[config.mk]
export PLATFORM = sky130hd
export DESIGN_NAME = qei_wrap
export DESIGN_NICKNAME = d
export VERILOG_FILES = /design/src/logic/qei_pkg.sv /design/src/logic/qei_wrap.sv
export SDC_FILE = /design/constraint.sdc
export NUM_CORES = 1
export LEC_CHECK = 0
export BUFFER_PORTS_ARGS = -buffer_cell sky130_fd_sc_hd__buf_2
export CAP_MARGIN = 25
export CORE_ASPECT_RATIO = 0.7
export CORE_MARGIN = 5
export CORE_UTILIZATION = 54
export CTS_BUF_LIST = sky130_fd_sc_hd__clkbuf_4
export CTS_CLUSTER_DIAMETER = 80
export DETAILED_ROUTE_END_ITERATION = 7
export PLACE_DENSITY = 0.79
export SLEW_MARGIN = 5
export SYNTH_ARGS = -nofsm -noshare
export SYNTH_HDL_FRONTEND = slang
export SYNTH_SLANG_ARGS = --single-unit
[constraint.sdc]
create_clock -name sys_clk -period 7.3 [get_ports sys_clk]
set_input_delay 0.73 -clock sys_clk [delete_from_list [all_inputs] [get_ports sys_clk]]
set_output_delay 0.73 -clock sys_clk [all_outputs]
set_load 0.02 [all_outputs]
[src/logic/qei_pkg.sv]
// Package of constants, register map and carrier types for the quadrature encoder wrapper.
package qei_pkg;

    // ------------------------------------------------------------------
    // Register map (byte addresses on the AXI4-Lite slave)
    // ------------------------------------------------------------------
    localparam logic [7:0] CLK_DIS_ADDR  = 8'h00;
    localparam logic [7:0] IN_SEL_ADDR   = 8'h04;
    localparam logic [7:0] ERR_SEL_ADDR  = 8'h08;
    localparam logic [7:0] STATUS_ADDR   = 8'h0C;
    localparam logic [7:0] FILT_ADDR     = 8'h10;

    // ------------------------------------------------------------------
    // Field positions and reset values
    // ------------------------------------------------------------------
    localparam int          ENC_CLK_DIS_BIT = 9;
    localparam logic [31:0] CLK_DIS_RESET   = 32'h0000_0000;
    localparam logic [31:0] IN_SEL_RESET    = 32'h0101_0101;
    localparam int          SEL_SYNC_OFS    = 0;
    localparam int          SEL_FILT_OFS    = 1;
    localparam int          SEL_STRIDE      = 8;
    localparam int          NUM_INPUTS      = 4;
    localparam int          NUM_UNITS       = 2;
    localparam int          FILT_W          = 4;
    localparam logic [FILT_W-1:0] FILT_RESET = 4'h3;

    // ------------------------------------------------------------------
    // Timing figures in peripheral clock cycles
    // ------------------------------------------------------------------
    localparam int MIN_PERIOD_CYC = 2;
    localparam int CNT_DELAY_MAX  = 4;
    localparam int CMP_DELAY_MAX  = 6;

    localparam logic [1:0] RESP_OKAY   = 2'b00;
    localparam logic [1:0] RESP_SLVERR = 2'b10;

    // ------------------------------------------------------------------
    // Carrier types
    // ------------------------------------------------------------------
    typedef struct packed {
        logic idx;
        logic strobe;
        logic b;
        logic a;
    } qei_pins_t;

    typedef struct packed {
        logic [31:0] cnt;
        logic        phaseErr;
        logic        cmpSync;
    } qei_unit_out_t;

endpackage : qei_pkg

[src/logic/qei_wrap.sv]
// Quadrature encoder wrapper: clock gating, input conditioning, error mux and two units.
//
// The register addresses and the AXI4-Lite register port were decided locally.

module qei_wrap (
    // Clock and reset
    input  wire logic                  sys_clk,
    input  wire logic                  rst,
    // AXI4-Lite write
    input  wire logic [7:0]            s_axi_awaddr,
    input  wire logic                  s_axi_awvalid,
    output logic                       s_axi_awready,
    input  wire logic [31:0]           s_axi_wdata,
    input  wire logic [3:0]            s_axi_wstrb,
    input  wire logic                  s_axi_wvalid,
    output logic                       s_axi_wready,
    output logic [1:0]                 s_axi_bresp,
    output logic                       s_axi_bvalid,
    input  wire logic                  s_axi_bready,
    // AXI4-Lite read
    input  wire logic [7:0]            s_axi_araddr,
    input  wire logic                  s_axi_arvalid,
    output logic                       s_axi_arready,
    output logic [31:0]                s_axi_rdata,
    output logic [1:0]                 s_axi_rresp,
    output logic                       s_axi_rvalid,
    input  wire logic                  s_axi_rready,
    // Encoder pins, one set per unit
    input  wire qei_pkg::qei_pins_t    encPins [qei_pkg::NUM_UNITS],
    // Unit results
    output qei_pkg::qei_unit_out_t     unitOut [qei_pkg::NUM_UNITS],
    // Active-low phase error toward the high-end timer
    output logic                       phaseErrTimer_n
);

    // ------------------------------------------------------------------
    // Registers
    // ------------------------------------------------------------------
    logic [31:0]       clkDis_q;
    logic [31:0]       inSel_q;
    logic              errSel_q;
    logic [qei_pkg::FILT_W-1:0] filtWidth_q;
    logic              encClkEn;
    wire  [qei_pkg::NUM_UNITS-1:0] errVec;
    logic [qei_pkg::NUM_UNITS-1:0] errSticky_q;

    // Write channel: address and data are latched independently in any order.
    logic              awHeld_q;
    logic              wHeld_q;
    logic [7:0]        awAddr_q;
    logic [31:0]       wData_q;
    logic [3:0]        wStrb_q;
    logic              doWrite;
    logic [31:0]       rdMux;
    logic              rdHit;
    logic              wrHit;

    assign s_axi_awready = !awHeld_q && !s_axi_bvalid;
    assign s_axi_wready  = !wHeld_q && !s_axi_bvalid;
    assign doWrite       = awHeld_q && wHeld_q && !s_axi_bvalid;
    assign wrHit = (awAddr_q == qei_pkg::CLK_DIS_ADDR) || (awAddr_q == qei_pkg::IN_SEL_ADDR)
                || (awAddr_q == qei_pkg::ERR_SEL_ADDR) || (awAddr_q == qei_pkg::FILT_ADDR)
                || (awAddr_q == qei_pkg::STATUS_ADDR);

    always_ff @(posedge sys_clk or posedge rst) begin
        if (rst) begin
            awHeld_q <= 1'b0;
            wHeld_q  <= 1'b0;
            awAddr_q <= 8'h00;
            wData_q  <= 32'h0000_0000;
            wStrb_q  <= 4'h0;
        end else begin
            if (s_axi_awvalid && s_axi_awready) begin
                awHeld_q <= 1'b1;
                awAddr_q <= s_axi_awaddr;
            end else if (doWrite) begin
                awHeld_q <= 1'b0;
            end
            if (s_axi_wvalid && s_axi_wready) begin
                wHeld_q <= 1'b1;
                wData_q <= s_axi_wdata;
                wStrb_q <= s_axi_wstrb;
            end else if (doWrite) begin
                wHeld_q <= 1'b0;
            end
        end
    end

    always_ff @(posedge sys_clk or posedge rst) begin
        if (rst) begin
            s_axi_bvalid <= 1'b0;
            s_axi_bresp  <= qei_pkg::RESP_OKAY;
        end else if (doWrite) begin
            s_axi_bvalid <= 1'b1;
            s_axi_bresp  <= wrHit ? qei_pkg::RESP_OKAY : qei_pkg::RESP_SLVERR;
        end else if (s_axi_bready) begin
            s_axi_bvalid <= 1'b0;
        end
    end

    function automatic logic [31:0] merge(input logic [31:0] old, input logic [31:0] nw,
                                          input logic [3:0] be);
        logic [31:0] r;
        r = old;
        for (int i = 0; i < 4; i++) begin
            if (be[i]) begin
                r[i*8 +: 8] = nw[i*8 +: 8];
            end
        end
        return r;
    endfunction : merge

    // Clock disable register resets to zero so the encoder clock runs.
    always_ff @(posedge sys_clk or posedge rst) begin
        if (rst) begin
            clkDis_q <= qei_pkg::CLK_DIS_RESET;
        end else if (doWrite && awAddr_q == qei_pkg::CLK_DIS_ADDR) begin
            clkDis_q <= merge(clkDis_q, wData_q, wStrb_q);
        end
    end

    always_ff @(posedge sys_clk or posedge rst) begin
        if (rst) begin
            inSel_q <= qei_pkg::IN_SEL_RESET;
        end else if (doWrite && awAddr_q == qei_pkg::IN_SEL_ADDR) begin
            inSel_q <= merge(inSel_q, wData_q, wStrb_q);
        end
    end

    // The selection only changes on a software write.
    always_ff @(posedge sys_clk or posedge rst) begin
        if (rst) begin
            errSel_q <= 1'b0;
        end else if (doWrite && awAddr_q == qei_pkg::ERR_SEL_ADDR && wStrb_q[0]) begin
            errSel_q <= wData_q[0];
        end
    end

    always_ff @(posedge sys_clk or posedge rst) begin
        if (rst) begin
            filtWidth_q <= qei_pkg::FILT_RESET;
        end else if (doWrite && awAddr_q == qei_pkg::FILT_ADDR && wStrb_q[0]) begin
            filtWidth_q <= wData_q[qei_pkg::FILT_W-1:0];
        end
    end

    // Sticky phase errors: a new error wins over a write-one-to-clear.
    always_ff @(posedge sys_clk or posedge rst) begin
        if (rst) begin
            errSticky_q <= '0;
        end else begin
            for (int u = 0; u < qei_pkg::NUM_UNITS; u++) begin
                if (errVec[u]) begin
                    errSticky_q[u] <= 1'b1;
                end else if (doWrite && awAddr_q == qei_pkg::STATUS_ADDR
                             && wStrb_q[0] && wData_q[u]) begin
                    errSticky_q[u] <= 1'b0;
                end
            end
        end
    end

    // ------------------------------------------------------------------
    // Read channel
    // ------------------------------------------------------------------
    always_comb begin
        rdHit = 1'b1;
        unique case (s_axi_araddr)
            qei_pkg::CLK_DIS_ADDR: rdMux = clkDis_q;
            qei_pkg::IN_SEL_ADDR:  rdMux = inSel_q;
            qei_pkg::ERR_SEL_ADDR: rdMux = {31'h0000_0000, errSel_q};
            qei_pkg::STATUS_ADDR:  rdMux = {28'h000_0000, errVec, errSticky_q};
            qei_pkg::FILT_ADDR:    rdMux = {28'h000_0000, filtWidth_q};
            default: begin
                rdMux = 32'h0000_0000;
                rdHit = 1'b0;
            end
        endcase
    end

    assign s_axi_arready = !s_axi_rvalid;

    always_ff @(posedge sys_clk or posedge rst) begin
        if (rst) begin
            s_axi_rvalid <= 1'b0;
            s_axi_rdata  <= 32'h0000_0000;
            s_axi_rresp  <= qei_pkg::RESP_OKAY;
        end else if (s_axi_arvalid && s_axi_arready) begin
            s_axi_rvalid <= 1'b1;
            s_axi_rdata  <= rdMux;
            s_axi_rresp  <= rdHit ? qei_pkg::RESP_OKAY : qei_pkg::RESP_SLVERR;
        end else if (s_axi_rready) begin
            s_axi_rvalid <= 1'b0;
        end
    end

    // ------------------------------------------------------------------
    // Encoder units
    // ------------------------------------------------------------------
    // A clock enable term stands in for the gated clock, so no glitchy gate sits on sys_clk.
    assign encClkEn = !clkDis_q[qei_pkg::ENC_CLK_DIS_BIT];

    for (genvar u = 0; u < qei_pkg::NUM_UNITS; u++) begin : g_unit
        qei_unit u_unit (
            .sys_clk   (sys_clk),
            .rst       (rst),
            .clkEn     (encClkEn),
            .inSel     (inSel_q),
            .filtWidth (filtWidth_q),
            .pins      (encPins[u]),
            .result    (unitOut[u])
        );
        assign errVec[u] = unitOut[u].phaseErr;
    end

    // Selected error is inverted for the timer input.
    always_ff @(posedge sys_clk or posedge rst) begin
        if (rst) begin
            phaseErrTimer_n <= 1'b1;
        end else begin
            phaseErrTimer_n <= !errVec[errSel_q];
        end
    end

    // ------------------------------------------------------------------
    // Checks
    // ------------------------------------------------------------------
    a_err_inverted: assert property (@(posedge sys_clk) disable iff (rst)
        ##1 phaseErrTimer_n == !$past(errVec[errSel_q]))
        else $error("Timer phase error is not the inverted selected error.");

    a_err_sel_stable: assert property (@(posedge sys_clk) disable iff (rst)
        !(doWrite && awAddr_q == qei_pkg::ERR_SEL_ADDR) |=> $stable(errSel_q))
        else $error("Error selection changed without a write.");

    a_clk_gate_bit: assert property (@(posedge sys_clk) disable iff (rst)
        clkDis_q[qei_pkg::ENC_CLK_DIS_BIT] |-> !encClkEn)
        else $error("Encoder clock runs while disabled.");

    a_clk_reset_run: assert property (@(posedge sys_clk)
        $fell(rst) |-> encClkEn)
        else $error("Encoder clock not running after reset.");

    a_err_mux_pick: assert property (@(posedge sys_clk) disable iff (rst)
        (errVec[0] && !errVec[1] && !errSel_q) |=> !phaseErrTimer_n)
        else $error("Selected unit 0 error not forwarded.");

endmodule : qei_wrap

// One encoder unit: input conditioning, decoder, counter and compare sync.
module qei_unit (
    // Clock and reset
    input  wire logic                          sys_clk,
    input  wire logic                          rst,
    input  wire logic                          clkEn,
    // Configuration
    input  wire logic [31:0]                   inSel,
    input  wire logic [qei_pkg::FILT_W-1:0]    filtWidth,
    // Pins and result
    input  wire qei_pkg::qei_pins_t            pins,
    output qei_pkg::qei_unit_out_t             result
);

    logic [qei_pkg::NUM_INPUTS-1:0] raw;
    logic [qei_pkg::NUM_INPUTS-1:0] syncA_q;
    logic [qei_pkg::NUM_INPUTS-1:0] syncB_q;
    logic [qei_pkg::NUM_INPUTS-1:0] filt_q;
    logic [qei_pkg::NUM_INPUTS-1:0] cond;
    logic [qei_pkg::NUM_INPUTS-1:0] cond_q;
    logic [qei_pkg::FILT_W-1:0]     filtCnt_q [qei_pkg::NUM_INPUTS];
    logic                           illegal;
    logic                           step;
    logic                           dirUp;

    assign raw = {pins.strobe, pins.idx, pins.b, pins.a};

    // Two-flop synchroniser; the first stage feeds only the second.
    always_ff @(posedge sys_clk or posedge rst) begin
        if (rst) begin
            syncA_q <= '0;
            syncB_q <= '0;
        end else begin
            syncA_q <= raw;
            syncB_q <= syncA_q;
        end
    end

    // The filter passes a level only after it stands for filtWidth + 1 cycles.
    always_ff @(posedge sys_clk or posedge rst) begin
        if (rst) begin
            filt_q <= '0;
            for (int i = 0; i < qei_pkg::NUM_INPUTS; i++) begin
                filtCnt_q[i] <= '0;
            end
        end else begin
            for (int i = 0; i < qei_pkg::NUM_INPUTS; i++) begin
                if (syncB_q[i] == filt_q[i]) begin
                    filtCnt_q[i] <= '0;
                end else if (filtCnt_q[i] >= filtWidth) begin
                    filt_q[i]    <= syncB_q[i];
                    filtCnt_q[i] <= '0;
                end else begin
                    filtCnt_q[i] <= filtCnt_q[i] + 1'b1;
                end
            end
        end
    end

    // Path selection per input; with neither bit set the input is held low.
    always_comb begin
        for (int i = 0; i < qei_pkg::NUM_INPUTS; i++) begin
            if (inSel[i*qei_pkg::SEL_STRIDE + qei_pkg::SEL_SYNC_OFS]) begin
                cond[i] = syncB_q[i];
            end else if (inSel[i*qei_pkg::SEL_STRIDE + qei_pkg::SEL_FILT_OFS]) begin
                cond[i] = filt_q[i];
            end else begin
                cond[i] = 1'b0;
            end
        end
    end

    // Both A and B changing at once is an illegal quadrature step.
    assign illegal = (cond[0] != cond_q[0]) && (cond[1] != cond_q[1]);
    assign step    = (cond[0] != cond_q[0]) ^ (cond[1] != cond_q[1]);
    assign dirUp   = (cond[0] ^ cond_q[1]);

    always_ff @(posedge sys_clk or posedge rst) begin
        if (rst) begin
            cond_q          <= '0;
            result.cnt      <= 32'h0000_0000;
            result.phaseErr <= 1'b0;
            result.cmpSync  <= 1'b0;
        end else if (clkEn) begin
            cond_q          <= cond;
            result.phaseErr <= illegal;
            // On the synchronised path, counting lands three cycles after the pin edge, inside the bound.
            if (step) begin
                result.cnt <= dirUp ? result.cnt + 32'h0000_0001 : result.cnt - 32'h0000_0001;
            end
            result.cmpSync <= step;
        end
    end

    a_cnt_latency: assert property (@(posedge sys_clk) disable iff (rst)
        (clkEn && step) |=> result.cnt != $past(result.cnt))
        else $error("Counter did not step after a quadrature edge.");

    a_cmp_latency: assert property (@(posedge sys_clk) disable iff (rst)
        (clkEn && step) |=> result.cmpSync)
        else $error("Compare sync did not answer the input edge.");

    a_sync_path: assert property (@(posedge sys_clk) disable iff (rst)
        inSel[0] |-> cond[0] == syncB_q[0])
        else $error("Input A not on synchronized path.");

endmodule : qei_unit

==> results.cfg <==
[status]
status = complete, no violations

[layout]
multiInputGateArea_mm2 = 0.00629
nets = 1532
seqCellArea_mm2 = 0.00636
layout.cells.non_filler = 1804
areaGrowthSynthToFinish_pct = 13.9
postLayoutCellArea_mm2 = 0.0149
nFillCells = 1962
layout-drive-gt1-share_pct = 29.1
postLayoutCoreUtil_pct = 62.7
antenna_cells = 0

[clock_tree]
ctsResizeCount = 0
cts_max_level = 2
cts_sinks = 254
cts_setup_buffers = 0
clk_path_buf_depth = 3
cts_root_buf = clkbuf_4
clock_latency_ps = 720
clkTransAtPathRegs_ps = 70
numCtsBuffers = 61
postCtsHoldBufs = 1
tritoncts = done

[global_routing]
overflow = 0
grt_max_degree = 186
antenna_found_initial = 0
grt_pass1_wl_um = 54600
grt_pass1_vias = 10500
grt.total_usage_pct = 23.8

[power_and_ir_drop]
p_seq_share_pct = 41.8
p_clk_share_pct = 21.5
p_sw_w = 0.00226
ir_drop_v = 0.000251
swShare_pct = 41.5
p_per_area_mw_per_mm2 = 366
p_leak_nw = 6.88
p_comb_share_pct = 36.7
p_int_w = 0.00319

[floorplan]
rows = 47
die_h_um = 140
core_mm2 = 0.0238
die_x_um = 196
start_util_pct = 55.0
die-area_mm2 = 0.0275
num_io_pins = 177

[sta]
period_needed_ps = 4340
timing_worst_slew_pin_value_ps = 1060
fin_crit_sh_pct = 59.5
worst_clock_skew_ps = 26.5
fmax_mhz = 230
hold_viol = 0
rsz0062_at_grt = false
maxSlewViolCount = 0
slew_headroom_pct = 29.5
setup_tns_ps = 0
setup_viol = 0

[placed_design]
dpl.cell_count = 1694
placed_cell_area_mm2 = 0.0141
portBuffers = 170
place_congestion = 0.944
dp_hpwl_um = 22600

[logic_synthesis]
synth_warnings = 0
synth_area_leader_cell = dfrtp_1
ys_seq_area_share_pct = 48.7
synth_cells = 1275
synthFlopType = dfrtp_1
synth_cell_types = 73
avgSynthCellArea_um2 = 10.3
ys_async_sr_fraction_pct = 100
synth_edf_count = 0
yosysMostFrequentCell = dfrtp_1
netlist_area_mm2 = 0.0131
yosysTopAreaCellShare_pct = 47.3
yosys-top-cells-count = 247 x dfrtp_1, 130 x nand2_1, 117 x mux2_2
synth-seq-cells = 254
synth_area_leaders = dfrtp_1 47%, mux2_2 10%, nand2_1 3.7%

[job]
maxCapViolCount = 0

[setup_path]
cp_top_family = simple AND/OR/NAND/NOR gates
endpoint_kind = flip-flop
worst_path_max_delay_cell = nor2_4
critPathKind = flip-flop to flip-flop
rr_worst_depth = 12
crit_required_ps = 7910
max_stage_delay_ps = 710
crit_fanout = 35
path_common_cell = xnor2_1
crit_buf_inv = 0
critPathLaunchType = flip-flop
worst-path-stages = 12
cp.arrival_ps = 4950
cp_cell_sequence = and3b_1, o21a_1, nor2_4, xnor2_1, ha_1, nand2_1, nor4b_1, o31ai_4, o32ai_1, o21ai_0, mux2i_1, xnor2_1

[drt]
wl_um = 32800
routed-via-count = 10700
postRouteAntennaNets = 0
firstDrtPassIters = 6
viasPerCell = 5.93
drcViolationCount = 0
drtIter0Drc = 830
avgRoutedWirePerCell_um = 18.2

[hold_path]
worst_hold_path_type = input port to flip-flop
holdPathStages = 1
## placed cells by master (no fill, tap or decap), types with 9 or more instances in the layout
cell type | synthesis | routed
xnor2_1 | 47 | 47
nand3_1 | 45 | 45
clkbuf_4 | 0 | 99
nor4_1 | 25 | 25
inv_1 | 22 | 21
xor2_1 | 32 | 32
mux2_2 | 117 | 117
buf_4 | 3 | 10
a21o_1 | 14 | 14
nor3_1 | 46 | 46
nand2b_1 | 10 | 10
a21oi_1 | 37 | 37
ha_1 | 25 | 25
nor2_1 | 74 | 73
and3_1 | 14 | 14
buf_2 | 12 | 171
mux2i_1 | 15 | 15
a22oi_1 | 33 | 33
or4_1 | 18 | 18
o31ai_1 | 9 | 9
a31oi_1 | 10 | 10
or3_1 | 13 | 13
o21ai_0 | 68 | 67
dfrtp_1 | 247 | 247
nand4_1 | 37 | 37
nand2_1 | 130 | 130
## stage by stage
step | hold WS (ps) | total power (W) | worst slack [ps]
after detailed placement | 336 | 0.00427 | 2970
after global routing | 62.5 | 0.00583 | 2670
after CTS | 65.8 | 0.00547 | 2980
final | 133 | 0.00545 | 2960
after global placement | 337 | 0.00422 | 3010
after floorplan | 331 | 0.00369 | 3230
## path summary, 6_finish.rpt
kind                                        startpoint                     endpoint  slack (ps)
setup / recovery                            inSel_q[0]  g_unit[1].u_unit.result[30]        2960
hold / removal                              encPins[4]  g_unit[0].u_unit.syncA_q[0]         130
setup reg to reg                            inSel_q[0]  g_unit[1].u_unit.result[30]        2960
hold reg to reg            g_unit[0].u_unit.syncA_q[1]  g_unit[0].u_unit.syncB_q[1]         350
max in group asynchronous                          rst                  clkDis_q[1]        4820
min in group asynchronous                          rst                  wData_q[28]         550
## logic make-up (layout without fill, tap and decap cells)
| family | count (synthesis) | in the layout | share of synthesized area, % |
|---|---|---|---|
| AOI/OAI and AO/OA | 217 | 217 | 10.9 |
| xor gates and xnor gates | 79 | 79 | 5.29 |
| adders and majority gates | 25 | 25 | 2.39 |
| buffers and inverters | 105 | 315 | 3.27 |
| DFF | 254 | 254 | 48.7 |
| muxes | 132 | 132 | 11.2 |
| other | 1 | 2 | 0.0287 |
| and+or+nand+nor | 462 | 462 | 18.2 |
## layout make-up
cell class | count | area share, %
sequential | 254 | 42.7
multi-input combinational | 917 | 42.2
timing repair buffer | 183 | 6.45
clock buffer | 99 | 4.99
tap | 318 | 2.67
inverter | 23 | 0.605
clock inverter | 10 | 0.319
## power groups by stage
stage	clock (W)	combinational (W)	sequential, W
finish	0.00117	0.00200	0.00228
global route	0.00129	0.00219	0.00235
CTS	0.00121	0.00199	0.00227
detailed placement	0	0.00198	0.00229
global placement	0	0.00195	0.00227
floorplan	0	0.00149	0.00220
## registers in the layout, summed over array words and instances (netlist names), 8 cells and up
register	count
g_unit.u_unit.result	68
g_unit.u_unit.filtCnt_q	16
inSel_q	32
wData_q	32
clkDis_q	32
awAddr_q	8
s_axi_rdata	32
## per-layer routing
layer | wire length [µm] | vias up | track usage (%)
li1 | - | 4987 | -
met4 | 505 | 0 | 6.61
met1 | 15200 | 5221 | 35.1
met3 | 2410 | 49 | 5.35
met2 | 14700 | 436 | 35.9
met5 | 0 | - | 0
## worst reg2reg max path, stage by stage, from the launching register on
cell     delay (ps)
dfstp_2         650
and3b_1         290
o21a_1          380
nor2_4          710
xnor2_1         200
ha_1            240
nand2_1         130
nor4b_1         580
o31ai_4         130
o32ai_1         430
o21ai_0         200
mux2i_1         160
xnor2_1         150
Power figures use the tool's default switching activity.
